[src/core/iofam_pkg.sv]
// constants, register map and carrier types of the i/o function assignment mux
package iofam_pkg;

  localparam int DIN_N  = 5;
  localparam int DOUT_N = 2;
  localparam int RIN_N  = 16;
  localparam int ROUT_N = 16;
  localparam int PT_N   = DIN_N + RIN_N;
  localparam int FN_N   = 16;

  // register byte addresses
  localparam logic [11:0] ADDR_CTRL      = 12'h000;
  localparam logic [11:0] ADDR_DIN_POL   = 12'h004;
  localparam logic [11:0] ADDR_DOUT_POL  = 12'h008;
  localparam logic [11:0] ADDR_RIN_IMG   = 12'h00c;
  localparam logic [11:0] ADDR_ROUT_IMG  = 12'h010;
  localparam logic [11:0] ADDR_FN_STAT   = 12'h014;
  localparam logic [11:0] ADDR_PIN_STAT  = 12'h018;
  localparam logic [11:0] ADDR_DIN_BASE  = 12'h040;
  localparam logic [11:0] ADDR_DOUT_BASE = 12'h060;
  localparam logic [11:0] ADDR_RIN_BASE  = 12'h080;
  localparam logic [11:0] ADDR_ROUT_BASE = 12'h0c0;

  // field positions
  localparam int CTRL_THREE_WIRE_BIT = 0;
  localparam int PIN_STAT_OUT_LSB    = 8;

  // reset values
  localparam logic        CTRL_RST      = 1'b0;
  localparam logic [4:0]  DIN_POL_RST   = 5'h00;
  localparam logic [1:0]  DOUT_POL_RST  = 2'h0;
  localparam logic [15:0] RIN_IMG_RST   = 16'h0000;

  // assignment codes, input functions
  localparam logic [7:0] IC_NONE       = 8'h00;
  localparam logic [7:0] IC_FAULT_CLR  = 8'h08;
  localparam logic [7:0] IC_INFO_CLR   = 8'h0e;
  localparam logic [7:0] IC_PANEL      = 8'h10;
  localparam logic [7:0] IC_TORQUE_CAP = 8'h16;
  localparam logic [7:0] IC_EXT_FAULT  = 8'h19;
  localparam logic [7:0] IC_RUN_FWD    = 8'h3a;
  localparam logic [7:0] IC_RUN_BWD    = 8'h3b;
  localparam logic [7:0] IC_SPD_SEL0   = 8'h40;
  localparam logic [7:0] IC_SPD_SEL1   = 8'h41;
  localparam logic [7:0] IC_SPD_SEL2   = 8'h42;
  localparam logic [7:0] IC_STOP_MODE  = 8'h48;
  localparam logic [7:0] IC_HOLD_FREE  = 8'h4a;
  localparam logic [7:0] IC_GP0        = 8'h50;
  localparam logic [7:0] IC_GP1        = 8'h51;
  localparam logic [7:0] IC_GP2        = 8'h52;
  localparam logic [7:0] IC_GP3        = 8'h53;

  // assignment codes, output functions
  localparam logic [7:0] OC_ALARM_A    = 8'h80;
  localparam logic [7:0] OC_FAULT_NC   = 8'h82;
  localparam logic [7:0] OC_SYS_BUSY   = 8'h85;
  localparam logic [7:0] OC_INFO       = 8'h88;
  localparam logic [7:0] OC_MOVE       = 8'h8c;
  localparam logic [7:0] OC_SPEED_PULS = 8'h93;
  localparam logic [7:0] OC_DIRECTION  = 8'h99;
  localparam logic [7:0] OC_TORQUE_LIM = 8'h9c;
  localparam logic [7:0] OC_SPEED_REAC = 8'h9d;
  localparam logic [7:0] OC_POWER_ON   = 8'h9e;

  // input function table, index k is bit k of the raw function vector
  localparam logic [FN_N-1:0][7:0] IN_CODES = {
    IC_GP3, IC_GP2, IC_GP1, IC_GP0, IC_HOLD_FREE, IC_STOP_MODE, IC_SPD_SEL2, IC_SPD_SEL1,
    IC_SPD_SEL0, IC_RUN_BWD, IC_RUN_FWD, IC_EXT_FAULT, IC_TORQUE_CAP, IC_PANEL,
    IC_INFO_CLR, IC_FAULT_CLR};
  localparam logic [FN_N-1:0] IN_ALL_MODE = 16'h001c;

  localparam logic [DIN_N-1:0][7:0]  DIN_CODE_RST  = {8'h08, 8'h40, 8'h48, 8'h3b, 8'h3a};
  localparam logic [DOUT_N-1:0][7:0] DOUT_CODE_RST = {8'h82, 8'h93};
  localparam logic [RIN_N-1:0][7:0]  RIN_CODE_RST  = {
    8'h00, 8'h00, 8'h00, 8'h00, 8'h00, 8'h00, 8'h00, 8'h00,
    8'h08, 8'h00, 8'h48, 8'h3b, 8'h3a, 8'h42, 8'h41, 8'h40};
  localparam logic [ROUT_N-1:0][7:0] ROUT_CODE_RST = {
    8'h9c, 8'h9d, 8'h8c, 8'h00, 8'h00, 8'h9e, 8'h99, 8'h85,
    8'h80, 8'h88, 8'h48, 8'h3b, 8'h3a, 8'h42, 8'h41, 8'h40};

  // internal input functions delivered to the drive core
  typedef struct packed {
    logic gp3;
    logic gp2;
    logic gp1;
    logic gp0;
    logic hold_free;
    logic fwd_rev;
    logic run_brake;
    logic start_stop;
    logic stop_mode;
    logic speed_select_bit2;
    logic speed_select_bit1;
    logic speed_select_bit0;
    logic run_backward;
    logic run_forward;
    logic external_fault_input;
    logic torque_cap_enable;
    logic front_panel_permit;
    logic info_clear;
    logic fault_clear_request;
  } iofam_fn_t;

  // drive core status available to the outputs
  typedef struct packed {
    logic alarm_a;
    logic fault_output_nc;
    logic sys_busy;
    logic info;
    logic move;
    logic speed_pulse;
    logic direction;
    logic torque_limited;
    logic speed_reached;
    logic power_on;
  } iofam_st_t;

endpackage

[src/core/iofam_sync.sv]
// two-stage synchroniser for the wired input terminals
`timescale 1ns/1ps
module iofam_sync
  import iofam_pkg::*;
(
  input  wire logic             sys_clk_in,
  input  wire logic             srst_in,
  input  wire logic [DIN_N-1:0] async_in,
  output logic      [DIN_N-1:0] sync_out
);

  logic [DIN_N-1:0] meta_r;
  logic [DIN_N-1:0] sync_r;

  // reset to the idle-high level so no function pulses after reset
  always_ff @(posedge sys_clk_in) begin
    if (srst_in) begin
      meta_r <= '1;
      sync_r <= '1;
    end else begin
      meta_r <= async_in;
      sync_r <= meta_r;
    end
  end

  assign sync_out = sync_r;

endmodule

[src/core/iofam_top.sv]
// i/o function assignment mux with apb register file
// Notes on behaviour
// - wired points on connector, network points via registers
// - external fault never taken from network inputs
// - speed pulse never placed on network outputs
// - speed pulse output ignores its polarity setting
// - three-wire mode renames codes 58, 59, 72
// - wired input codes reset to 58,59,72,64,8
// - ordinary functions OR all assigned points
// - permit, torque cap, fault default active unassigned
// - permit, torque cap, fault AND all points
// - polarity zero: low level means active
// - polarity one: high level means active
// - wired output codes reset to 147, 130
// - output polarity one energises on inactive function
// - sixteen network inputs share the input code space
//
// The address map and the APB interface to the registers are this design's own decisions.
`timescale 1ns/1ps
module iofam_top
  import iofam_pkg::*;
(
  input  wire logic        sys_clk_in,
  input  wire logic        srst_in,
  input  wire logic        psel_in,
  input  wire logic        penable_in,
  input  wire logic        pwrite_in,
  input  wire logic [11:0] paddr_in,
  input  wire logic [31:0] pwdata_in,
  output logic      [31:0] prdata_out,
  output logic             pready_out,
  output logic             pslverr_out,
  input  wire logic        wired_input_zero_in,
  input  wire logic        wired_input_one_in,
  input  wire logic        wired_input_two_in,
  input  wire logic        wired_input_three_in,
  input  wire logic        wired_input_four_in,
  output logic             wired_output_zero_out,
  output logic             wired_output_one_out,
  input  wire iofam_st_t   core_status_in,
  output iofam_fn_t        func_active_out,
  output logic      [15:0] network_out_image_out
);

  logic                      three_wire_r;
  logic [DIN_N-1:0]          din_pol_r;
  logic [DOUT_N-1:0]         dout_pol_r;
  logic [RIN_N-1:0]          rin_img_r;
  logic [DIN_N-1:0][7:0]     din_code_r;
  logic [DOUT_N-1:0][7:0]    dout_code_r;
  logic [RIN_N-1:0][7:0]     rin_code_r;
  logic [ROUT_N-1:0][7:0]    rout_code_r;
  logic [ROUT_N-1:0]         rout_img_r;
  logic [DOUT_N-1:0]         dout_r;
  iofam_fn_t                 fn_r;
  logic                      pready_r;
  logic                      pslverr_r;
  logic [31:0]               prdata_r;

  logic [DIN_N-1:0]          din_sync;
  logic [DIN_N-1:0]          din_act;
  logic [PT_N-1:0][7:0]      pt_code;
  logic [PT_N-1:0]           pt_act;
  logic [FN_N-1:0]           raw_fn;
  iofam_fn_t                 fn_nxt;
  logic [DOUT_N-1:0]         dout_nxt;
  logic [ROUT_N-1:0]         rout_nxt;

  logic                      setup_ph;
  logic                      wr_go;
  logic                      is_din;
  logic                      is_dout;
  logic                      is_rin;
  logic                      is_rout;
  logic [3:0]                idx;
  logic                      rd_hit;
  logic                      wr_refuse;
  logic [31:0]               rd_data;

  // combine every point carrying a code; all-mode functions default active
  function automatic logic gather(input logic [PT_N-1:0][7:0] codes,
                                  input logic [PT_N-1:0]      act,
                                  input logic [7:0]           code,
                                  input logic                 all_mode);
    logic hit;
    logic any_on;
    logic all_on;
    hit    = 1'b0;
    any_on = 1'b0;
    all_on = 1'b1;
    for (int i = 0; i < PT_N; i++) begin
      if (codes[i] == code) begin
        hit    = 1'b1;
        any_on = any_on | act[i];
        all_on = all_on & act[i];
      end
    end
    if (all_mode) begin
      gather = hit ? all_on : 1'b1;
    end else begin
      gather = any_on;
    end
  endfunction

  // level of an output function; input codes echo the combined input state
  function automatic logic out_level(input logic [7:0]      code,
                                     input logic [FN_N-1:0] raw,
                                     input iofam_st_t       st);
    logic v;
    v = 1'b0;
    case (code)
      OC_ALARM_A:    v = st.alarm_a;
      OC_FAULT_NC:   v = st.fault_output_nc;
      OC_SYS_BUSY:   v = st.sys_busy;
      OC_INFO:       v = st.info;
      OC_MOVE:       v = st.move;
      OC_SPEED_PULS: v = st.speed_pulse;
      OC_DIRECTION:  v = st.direction;
      OC_TORQUE_LIM: v = st.torque_limited;
      OC_SPEED_REAC: v = st.speed_reached;
      OC_POWER_ON:   v = st.power_on;
      default: begin
        for (int k = 0; k < FN_N; k++) begin
          if (code == IN_CODES[k]) begin
            v = raw[k];
          end
        end
      end
    endcase
    out_level = v;
  endfunction

  // wired terminals cross into the clock domain first
  iofam_sync u_sync (
    .sys_clk_in (sys_clk_in),
    .srst_in    (srst_in),
    .async_in   ({wired_input_four_in, wired_input_three_in, wired_input_two_in,
                  wired_input_one_in, wired_input_zero_in}),
    .sync_out   (din_sync)
  );

  // no filter: the controller guarantees 2 ms levels, far above the sync delay
  always_comb begin
    for (int i = 0; i < DIN_N; i++) begin
      din_act[i] = din_pol_r[i] ? din_sync[i] : ~din_sync[i];
    end
    pt_code = {rin_code_r, din_code_r};
    pt_act  = {rin_img_r, din_act};
    for (int j = 0; j < RIN_N; j++) begin
      if (rin_code_r[j] == IC_EXT_FAULT) begin
        pt_code[DIN_N + j] = IC_NONE;
      end
    end
  end

  always_comb begin
    for (int k = 0; k < FN_N; k++) begin
      raw_fn[k] = gather(pt_code, pt_act, IN_CODES[k], IN_ALL_MODE[k]);
    end
  end

  always_comb begin
    fn_nxt                      = '0;
    fn_nxt.fault_clear_request  = raw_fn[0];
    fn_nxt.info_clear           = raw_fn[1];
    fn_nxt.front_panel_permit   = raw_fn[2];
    fn_nxt.torque_cap_enable    = raw_fn[3];
    fn_nxt.external_fault_input = raw_fn[4];
    fn_nxt.run_forward          = ~three_wire_r & raw_fn[5];
    fn_nxt.run_backward         = ~three_wire_r & raw_fn[6];
    fn_nxt.stop_mode            = ~three_wire_r & raw_fn[10];
    fn_nxt.start_stop           = three_wire_r & raw_fn[5];
    fn_nxt.run_brake            = three_wire_r & raw_fn[6];
    fn_nxt.fwd_rev              = three_wire_r & raw_fn[10];
    fn_nxt.speed_select_bit0    = raw_fn[7];
    fn_nxt.speed_select_bit1    = raw_fn[8];
    fn_nxt.speed_select_bit2    = raw_fn[9];
    fn_nxt.hold_free            = raw_fn[11];
    fn_nxt.gp0                  = raw_fn[12];
    fn_nxt.gp1                  = raw_fn[13];
    fn_nxt.gp2                  = raw_fn[14];
    fn_nxt.gp3                  = raw_fn[15];
  end

  always_comb begin
    for (int i = 0; i < DOUT_N; i++) begin
      if (dout_code_r[i] == IC_NONE) begin
        dout_nxt[i] = 1'b0;
      end else if (dout_code_r[i] == OC_SPEED_PULS) begin
        dout_nxt[i] = out_level(dout_code_r[i], raw_fn, core_status_in);
      end else begin
        dout_nxt[i] = out_level(dout_code_r[i], raw_fn, core_status_in) ^ dout_pol_r[i];
      end
    end
    for (int j = 0; j < ROUT_N; j++) begin
      if (rout_code_r[j] == OC_SPEED_PULS) begin
        rout_nxt[j] = 1'b0;
      end else begin
        rout_nxt[j] = out_level(rout_code_r[j], raw_fn, core_status_in);
      end
    end
  end

  always_ff @(posedge sys_clk_in) begin
    if (srst_in) begin
      fn_r       <= '0;
      dout_r     <= '0;
      rout_img_r <= '0;
    end else begin
      fn_r       <= fn_nxt;
      dout_r     <= dout_nxt;
      rout_img_r <= rout_nxt;
    end
  end

  // apb decode; answer is prepared in the setup cycle so read data comes from flops
  assign setup_ph = psel_in & ~penable_in;
  assign wr_go    = psel_in & penable_in & pready_r & pwrite_in & ~pslverr_r;
  assign is_din   = (paddr_in[11:5] == ADDR_DIN_BASE[11:5]) && (paddr_in[4:2] < 3'h5);
  assign is_dout  = (paddr_in[11:3] == ADDR_DOUT_BASE[11:3]);
  assign is_rin   = (paddr_in[11:6] == ADDR_RIN_BASE[11:6]);
  assign is_rout  = (paddr_in[11:6] == ADDR_ROUT_BASE[11:6]);
  assign idx      = paddr_in[5:2];

  always_comb begin
    rd_hit    = 1'b1;
    wr_refuse = 1'b0;
    rd_data   = 32'h0000_0000;
    if (paddr_in[1:0] != 2'h0) begin
      rd_hit = 1'b0;
    end else if (is_din) begin
      rd_data[7:0] = din_code_r[idx[2:0]];
    end else if (is_dout) begin
      rd_data[7:0] = dout_code_r[idx[0]];
    end else if (is_rin) begin
      rd_data[7:0] = rin_code_r[idx];
      wr_refuse    = pwrite_in && (pwdata_in[7:0] == IC_EXT_FAULT);
    end else if (is_rout) begin
      rd_data[7:0] = rout_code_r[idx];
      wr_refuse    = pwrite_in && (pwdata_in[7:0] == OC_SPEED_PULS);
    end else begin
      case (paddr_in)
        ADDR_CTRL:     rd_data[CTRL_THREE_WIRE_BIT] = three_wire_r;
        ADDR_DIN_POL:  rd_data[DIN_N-1:0] = din_pol_r;
        ADDR_DOUT_POL: rd_data[DOUT_N-1:0] = dout_pol_r;
        ADDR_RIN_IMG:  rd_data[RIN_N-1:0] = rin_img_r;
        ADDR_ROUT_IMG: rd_data[ROUT_N-1:0] = rout_img_r;
        ADDR_FN_STAT:  rd_data[$bits(iofam_fn_t)-1:0] = fn_r;
        ADDR_PIN_STAT: begin
          rd_data[DIN_N-1:0] = din_sync;
          rd_data[PIN_STAT_OUT_LSB +: DOUT_N] = dout_r;
        end
        default:       rd_hit = 1'b0;
      endcase
      wr_refuse = pwrite_in && ((paddr_in == ADDR_ROUT_IMG) || (paddr_in == ADDR_FN_STAT) ||
                                (paddr_in == ADDR_PIN_STAT));
    end
  end

  always_ff @(posedge sys_clk_in) begin
    if (srst_in) begin
      pready_r  <= 1'b0;
      pslverr_r <= 1'b0;
      prdata_r  <= 32'h0000_0000;
    end else begin
      pready_r  <= setup_ph;
      pslverr_r <= setup_ph & (~rd_hit | wr_refuse);
      prdata_r  <= (setup_ph & ~pwrite_in & rd_hit) ? rd_data : 32'h0000_0000;
    end
  end

  always_ff @(posedge sys_clk_in) begin
    if (srst_in) begin
      three_wire_r <= CTRL_RST;
      din_pol_r    <= DIN_POL_RST;
      dout_pol_r   <= DOUT_POL_RST;
    end else if (wr_go) begin
      if (paddr_in == ADDR_CTRL) begin
        three_wire_r <= pwdata_in[CTRL_THREE_WIRE_BIT];
      end
      if (paddr_in == ADDR_DIN_POL) begin
        din_pol_r <= pwdata_in[DIN_N-1:0];
      end
      if (paddr_in == ADDR_DOUT_POL) begin
        dout_pol_r <= pwdata_in[DOUT_N-1:0];
      end
    end
  end

  // network input image stands in for the serial engine's writes
  always_ff @(posedge sys_clk_in) begin
    if (srst_in) begin
      rin_img_r <= RIN_IMG_RST;
    end else if (wr_go && (paddr_in == ADDR_RIN_IMG)) begin
      rin_img_r <= pwdata_in[RIN_N-1:0];
    end
  end

  always_ff @(posedge sys_clk_in) begin
    if (srst_in) begin
      din_code_r  <= DIN_CODE_RST;
      dout_code_r <= DOUT_CODE_RST;
    end else if (wr_go && is_din) begin
      din_code_r[idx[2:0]] <= pwdata_in[7:0];
    end else if (wr_go && is_dout) begin
      dout_code_r[idx[0]] <= pwdata_in[7:0];
    end
  end

  // refused codes raise pslverr in setup, so wr_go never stores them
  always_ff @(posedge sys_clk_in) begin
    if (srst_in) begin
      rin_code_r  <= RIN_CODE_RST;
      rout_code_r <= ROUT_CODE_RST;
    end else if (wr_go && is_rin) begin
      rin_code_r[idx] <= pwdata_in[7:0];
    end else if (wr_go && is_rout) begin
      rout_code_r[idx] <= pwdata_in[7:0];
    end
  end

  assign prdata_out            = prdata_r;
  assign pready_out            = pready_r;
  assign pslverr_out           = pslverr_r;
  assign wired_output_zero_out = dout_r[0];
  assign wired_output_one_out  = dout_r[1];
  assign func_active_out       = fn_r;
  assign network_out_image_out = rout_img_r;

endmodule

[config.mk]
export PLATFORM = sky130hd
export DESIGN_NAME = iofam_top
export DESIGN_NICKNAME = d
export VERILOG_FILES = /design/src/core/iofam_pkg.sv /design/src/core/iofam_sync.sv /design/src/core/iofam_top.sv
export SDC_FILE = /design/constraint.sdc
export NUM_CORES = 2
export LEC_CHECK = 0
export ABC_AREA = 0
export BUFFER_PORTS_ARGS = -buffer_cell sky130_fd_sc_hd__buf_2
export CAP_MARGIN = 0
export CORE_UTILIZATION = 60
export CTS_BUF_LIST = sky130_fd_sc_hd__clkbuf_16
export DETAILED_ROUTE_END_ITERATION = 10
export PLACE_DENSITY = 0.78
export SLEW_MARGIN = 40
export SYNTH_ARGS = -nofsm -noshare
export SYNTH_HDL_FRONTEND = slang
export SYNTH_SLANG_ARGS = --single-unit
[constraint.sdc]
create_clock -name sys_clk_in -period 4.2 [get_ports sys_clk_in]
set_clock_uncertainty 0.2 [all_clocks]
set_input_delay 0.42 -clock sys_clk_in [delete_from_list [all_inputs] [get_ports sys_clk_in]]
set_output_delay 0.42 -clock sys_clk_in [all_outputs]
set_load 0.02 [all_outputs]
; ---- Yosys cells after proc, flatten, opt, wreduce, memory -nomap -nowiden
; Cells that the tools add are included.
[op_classes]
mul = 0
n_div = 0
n_addsub = 0
bitwise = 351
mux = 774
eq_ne = 832
magnitude_cmp = 7
n_reduce_logical = 45
shift = 0
[ops]
columns = cell, n
row1 = $eq A8 B7 Y1 const B, 351
row2 = $eq A8 B8 Y1 const B, 181
row3 = $eq A8 B5 Y1 const B, 134
row4 = $mux W1, 712
row5 = $eq A8 B4 Y1 const B, 78
row6 = $eq A8 B6 Y1 const B, 78
row7 = $or A1 B1 Y1, 261
row8 = $bwmux W128, 2
row9 = $mux W8, 28
row10 = $pmux W1 S9, 18
row11 = $and A1 B1 Y1, 74
row12 = $bmux W8 S4, 2
row13 = $bwmux W40, 1
row14 = $eq A12 B5 Y1 const B, 3
row15 = $reduce_or A2 Y1, 18
row16 = $demux W8 S4, 1
row17 = $bmux W8 S3, 1
row18 = $demux W8 S3, 1
row19 = $eq A12 B4 Y1 const B, 2
row20 = $pmux W6 S3, 1
row21 = $bwmux W16, 1
row22 = $logic_not A8 Y1, 2
row23 = $pmux W3 S5, 1
row24 = $not A1 Y1, 14
row25 = 25 further kinds, 44
[totals]
reg_bits = 417
word_cells = 2097
mem_bits_rw = 0
mem_count = 0
output_inout_bits = 71
romBits = 0
latch_bits = 0

; ---- Depth between registers and ports, before layout
[logic_depth]
depth_word = 64
depth_mapped = 14

; ---- Modules after synthesis
; From an unflattened synthesis, not the netlist that was laid out.
[unflattened]
hier_cells = 4183
hier_area_um2 = 31163.6
[by_module_without_submodules]
columns = module, cells_each, instances, seq_area_each_um2, area_per_inst_um2
row1 = iofam_top, 4163, 1, 7887.6, 30900.9
row2 = iofam_sync, 20, 1, 200.2, 262.8

; ---- Least setup slack after synthesis
; OpenSTA, ideal clock, no wires.
[synth_timing]
path_kind = flip-flop to flip-flop
from = reg rin_img_r[13]
to = reg dout_r[0]
t_arrival_ns = 2.736
required_ns = 3.941
path_slack_ns = 1.206
n_path_buf = 2
synth_period_minus_slack_ns = 2.994
setup_ns = 0.059
stages_incl_launch_ff = 13
path_cell_list = dfxtp_1 > buf_2 > nor4bb_1 > buf_6 > or3b_1 > o2111ai_1 > or4_4 > nor4_4 > nand2_2 > a311o_1 > o21ai_1 > mux2_1 > nand2_1
[synth_between]
elab_chain_len = 27
word_cells_on_any_way = 120
cone_classes = 71 x mux / 49 x bitwise
[synth_lines]
columns = item, line_no
row1 = "start, declared", iofam_top.sv:48  ; logic [RIN_N-1:0] rin_img_r;
row2 = "start signal, assigned", iofam_top.sv:295  ; rin_img_r <= pwdata_in[RIN_N-1:0];
row3 = $or A1 B1 Y1, iofam_top.sv:94  ; any_on = any_on | act[i];
row4 = $mux W1, iofam_top.sv:92  ; if (codes[i] == code) begin
row5 = $or A1 B1 Y1, iofam_top.sv:94
row6 = $mux W1, iofam_top.sv:92
row7 = $or A1 B1 Y1, iofam_top.sv:94
row8 = $mux W1, iofam_top.sv:92
row9 = $mux W1 (15 in series), iofam_top.sv:124  ; if (code == IN_CODES[k]) begin
row10 = $mux W1 *, iofam_top.sv:124
row11 = $pmux W1 S9 *, iofam_top.sv:111  ; case (code)
row12 = $mux W1 *, iofam_top.sv:189  ; end else if (dout_code_r[i] == OC_SPEED_PULS) begin
row13 = $mux W1 *, iofam_top.sv:187  ; if (dout_code_r[i] == IC_NONE) begin
row14 = $xor A1 B1 Y1 *, iofam_top.sv:192  ; dout_nxt[i] = out_level(dout_code_r[i], raw_fn, core_status_in) ^ dout_pol_r[i];
row15 = $mux W1 *, iofam_top.sv:189
row16 = "end signal, assigned", iofam_top.sv:211  ; dout_r <= dout_nxt;
row17 = "end, declared", iofam_top.sv:54  ; logic [DOUT_N-1:0] dout_r;
; Mark *: on every way between the ends. The rest lies on a longest branch, timed or not. The select of a mux whose other input is x is not followed.
; A chain may end at the register's enable or synchronous reset.

; ---- Final worst setup path
[layout_timing]
from = reg rin_code_r[43] (netlist bit)
to = reg rout_img_r[10], in the netlist network_out_image_out[10]
[layout_between]
elab_chain_len = 41
word_cells_on_any_way = 407
cone_classes = 17 x eq/ne / 230 x mux / 160 x bitwise
[layout_lines]
columns = item, line_no
row1 = "start, declared", iofam_top.sv:51  ; logic [RIN_N-1:0][7:0] rin_code_r;
row2 = "start signal, assigned by index", iofam_top.sv:316  ; rin_code_r[idx] <= pwdata_in[7:0];
row3 = $eq A8 B5 Y1, iofam_top.sv:150  ; if (rin_code_r[j] == IC_EXT_FAULT) begin
row4 = $mux W8 *, iofam_top.sv:150
row5 = $eq A8 B4 Y1, iofam_top.sv:92
row6 = $mux W1, iofam_top.sv:92
row7 = $or A1 B1 Y1, iofam_top.sv:94
row8 = $mux W1, iofam_top.sv:92
row9 = $or A1 B1 Y1, iofam_top.sv:94
row10 = $mux W1, iofam_top.sv:92
row11 = (+11 left out), n/a
row12 = $mux W1, iofam_top.sv:92
row13 = $or A1 B1 Y1, iofam_top.sv:94
row14 = $mux W1, iofam_top.sv:92
row15 = $or A1 B1 Y1, iofam_top.sv:94
row16 = $mux W1, iofam_top.sv:92
row17 = $mux W1 (15 in series), iofam_top.sv:124
row18 = $mux W1 *, iofam_top.sv:124
row19 = $pmux W1 S9 *, iofam_top.sv:111
row20 = "end signal, assigned", iofam_top.sv:212  ; rout_img_r <= rout_nxt;
row21 = "end, declared", iofam_top.sv:53  ; logic [ROUT_N-1:0] rout_img_r;
; Mark *: on every way between the ends. The rest lies on a longest branch, timed or not.

==> results_dict.tcl <==
set metrics [dict create \
    status "finished, violations left" \
    failed_checks "DRC, setup timing" \
    dp_hpwl_um 109000 \
    fmax_mhz 236 \
    powerDensity_mw_per_mm2 260 \
    ys_top_cells_by_count "503 x nor2_1, 484 x nand2_1, 404 x dfxtp_1, 316 x clkbuf_1, 269 x mux2i_1" \
    hp-class "input pin to register" \
    synth-xor-area-share 0.00307 \
    setup_viol 1 \
    yosysTopAreaCell "dfxtp_1" \
    synth_top_family_by_area "simple AND/OR/NAND/NOR gates" \
    required_ps 4520 \
    synth_seq_cells 404 \
    netlist_instances 4079 \
    row_count 82 \
    viasPerCell 7.58 \
    reg2reg_slack_ps -40 \
    finalNetCount 4145 \
    post-place-cells 4688 \
    max_slew_margin 0.308 \
    final_area_mm2 0.0345 \
    p_leak_nw 12.0 \
    placeableCoreArea_mm2 0.0506 \
    cts_buffers 46 \
    syn-cell-area_mm2 0.0310 \
    synthTopCellsByArea "dfxtp_1 26%, mux2i_1 8.7%, mux4_2 6.5%, nor2_1 6.1%, nand2_1 5.9%" \
    avgSynthCellArea_um2 7.59 \
    syn_to_final_growth_pct 11.5 \
    critical_path.endpoint_type "register" \
    synth_compound_area_frac 0.167 \
    ir_worst_vdd_v 0.000452 \
    first_global_vias 32500 \
    synth_top_area_share 0.261 \
    period_needed_ps 4240 \
    rsz0062_at_grt "no" \
    yosysWarningCount 0 \
    synth_fa_ha_area_frac 0 \
    cp_num_buf_inv 1 \
    start_util 0.612 \
    fin_cells 4801 \
    ios 135 \
    setup.worst_path.start_class "register" \
    die_y_um 229 \
    async_reset_ff_frac 0 \
    portBuffers 105 \
    ant_nets 0 \
    placed_cell_area_mm2 0.0327 \
    post_cts.repair.setup_buffers 0 \
    synth.mux.area_fraction 0.159 \
    max_stage_delay_ps 840 \
    worstSetupPathType "register to register" \
    grt_pass1_wl_um 220000 \
    postRouteWirelength_um 154000 \
    clock_latency_ps 650 \
    clockBufferDepth 3 \
    yosysMostFrequentCell "nor2_1" \
    swShare 0.272 \
    tightest_slew_ps 1040 \
    p_clk_frac 0.489 \
    die_area_mm2 0.0525 \
    grt_max_degree 133 \
    drive_above_1_share 0.139 \
    cts_tree "done" \
    timing.final.crit_share 1.01 \
    ys_types 104 \
    critPathMostFrequentCell "a31oi_1" \
    root_buffer "clkbuf_16" \
    gp_congestion 1.18 \
    slew_viol_final 0 \
    crit_slowest_cell "or4_1" \
    cts.sinks 404 \
    synth_flop_cell "dfxtp_1" \
    cp_top_family "simple AND/OR/NAND/NOR gates" \
    antenna_found_initial 10 \
    cp_max_fo 10 \
    cts_htree_levels 2 \
    path_clk_slew_ps 70 \
    internal_power_mw 6.53 \
    drt_iter0_markers 7094 \
    grt_util_all_layers 0.566 \
    drc 1 \
    cap_violations 0 \
    yosys.area_share.simple 0.352 \
    arrival_ps 4550 \
    pwr-share-seq 0.431 \
    synth_edf_count 0 \
    combPwrFrac 0.080 \
    grt_overflow 0 \
    dieWidth_um 229 \
    post_drt_wl_per_cell_um 32.0 \
    first_pass_iters 11 \
    p_switching_mw 2.44 \
    vias 36400 \
    worst_slack_ps -36.4 \
    final_hold_viol_count 0 \
    worstPathCellList "nor3b_1 > nand4_1 > o221ai_1 > or4_1 > nor3_4 > buf_12 > a211oi_1 > a31oi_1 > o211ai_1 > o311ai_1 > a31oi_1" \
    yosysSeqAreaShare 0.261 \
]
-- area by class of cell --
cell class | count | area [µm²]
inverters | 54 | 203
multi-input cells | 3239 | 21300
well taps | 672 | 841
clock inverters | 37 | 404
flip-flops and latches | 404 | 8090
fillers | 4102 | 16000
clock buffers | 47 | 1180
diodes | 12 | 30.0
repair buffers | 336 | 2510
-- cells in the final DEF (no fill, tap or decap), drive strengths merged, types with 22 or more instances in the layout --
cell type,instances
a22oi,23
o211ai,30
or4,30
mux2i,269
nand2b,54
nor3,138
nand2,485
nand3,201
clkbuf,47
inv,66
buf,319
and3,32
a31oi,60
o2111ai,30
or3,24
a211oi,22
nor2b,121
nor3b,48
nor2,503
nand4,125
mux4,90
a21oi,190
nor4bb,26
dfxtp,404
nand3b,45
o22ai,46
and2,22
nor4b,43
nand4b,43
nor4,73
o21ai,109
-- power by group through the flow --
stage	sequential (mW)	combinational [mW]	clock, mW
after global placement	3.95	0.634	0
after CTS	3.86	0.655	4.33
after detailed placement	3.95	0.642	0
after floorplan	3.95	0.364	0
after global routing	3.86	0.702	4.52
final	3.87	0.713	4.39
-- kinds of logic after synthesis --
family | Yosys count
mux | 377
simple gates | 2085
flops | 404
compound gates | 754
xor+xnor | 10
buf+inv | 448
other cells | 1
-- per-stage QoR --
step | hold slack, ps | TNS (ps) | util | worst slack [ps] | total power, mW
final | 49.6 | -36.4 | 0.683 | -36.4 | 8.97
after CTS | 9.00 | 0 | 0.681 | 302 | 8.84
after global placement | 190 | 0 | 0.645 | 304 | 4.58
after detailed placement | 196 | 0 | 0.647 | 324 | 4.59
after floorplan | 189 | 0 | - | 1210 | 4.31
after global routing | 76.6 | 0 | 0.682 | 0.195 | 9.09
-- metal layers --
metal / global-route usage / vias to the layer above / wire [µm]
met2: 0.795 / 3478 / 61300
met1: 0.664 / 16700 / 50800
met5: 0.0294 / - / 246
li1: - / 15200 / -
met3: 0.225 / 1036 / 24200
met4: 0.490 / 12 / 17100
-- worst paths after layout --
path / startpoint / cells past startpoint / endpoint
worst min register to register: u_sync.meta_r[4] / 1 / u_sync.sync_out[4]
worst min-delay path: srst_in / 2 / rout_code_r[57]
worst max register to register: rin_code_r[43] / 11 / network_out_image_out[10]
worst max-delay path: rin_code_r[43] / 11 / network_out_image_out[10]
-- flip-flops by register name, indices dropped and copies added, names as in the netlist --
name                   cells
dout_pol_r                 2
func_active_out           19
network_out_image_out     16
din_code_r                40
pslverr_out                1
u_sync.sync_out            5
rin_img_r                 16
dout_code_r               16
rout_code_r              128
u_sync.meta_r              5
din_pol_r                  5
pready_out                 1
rin_code_r               128
prdata_out                19
dout_r                     2
three_wire_r               1
-- repair_timing --
action,4_1_cts,5_1_grt
setup endpoints to repair,0,1
gates resized for setup,0,1
hold buffers,16,1
endpoints found under the hold margin,16,1
No activity file was read; power rests on OpenSTA's default activity.
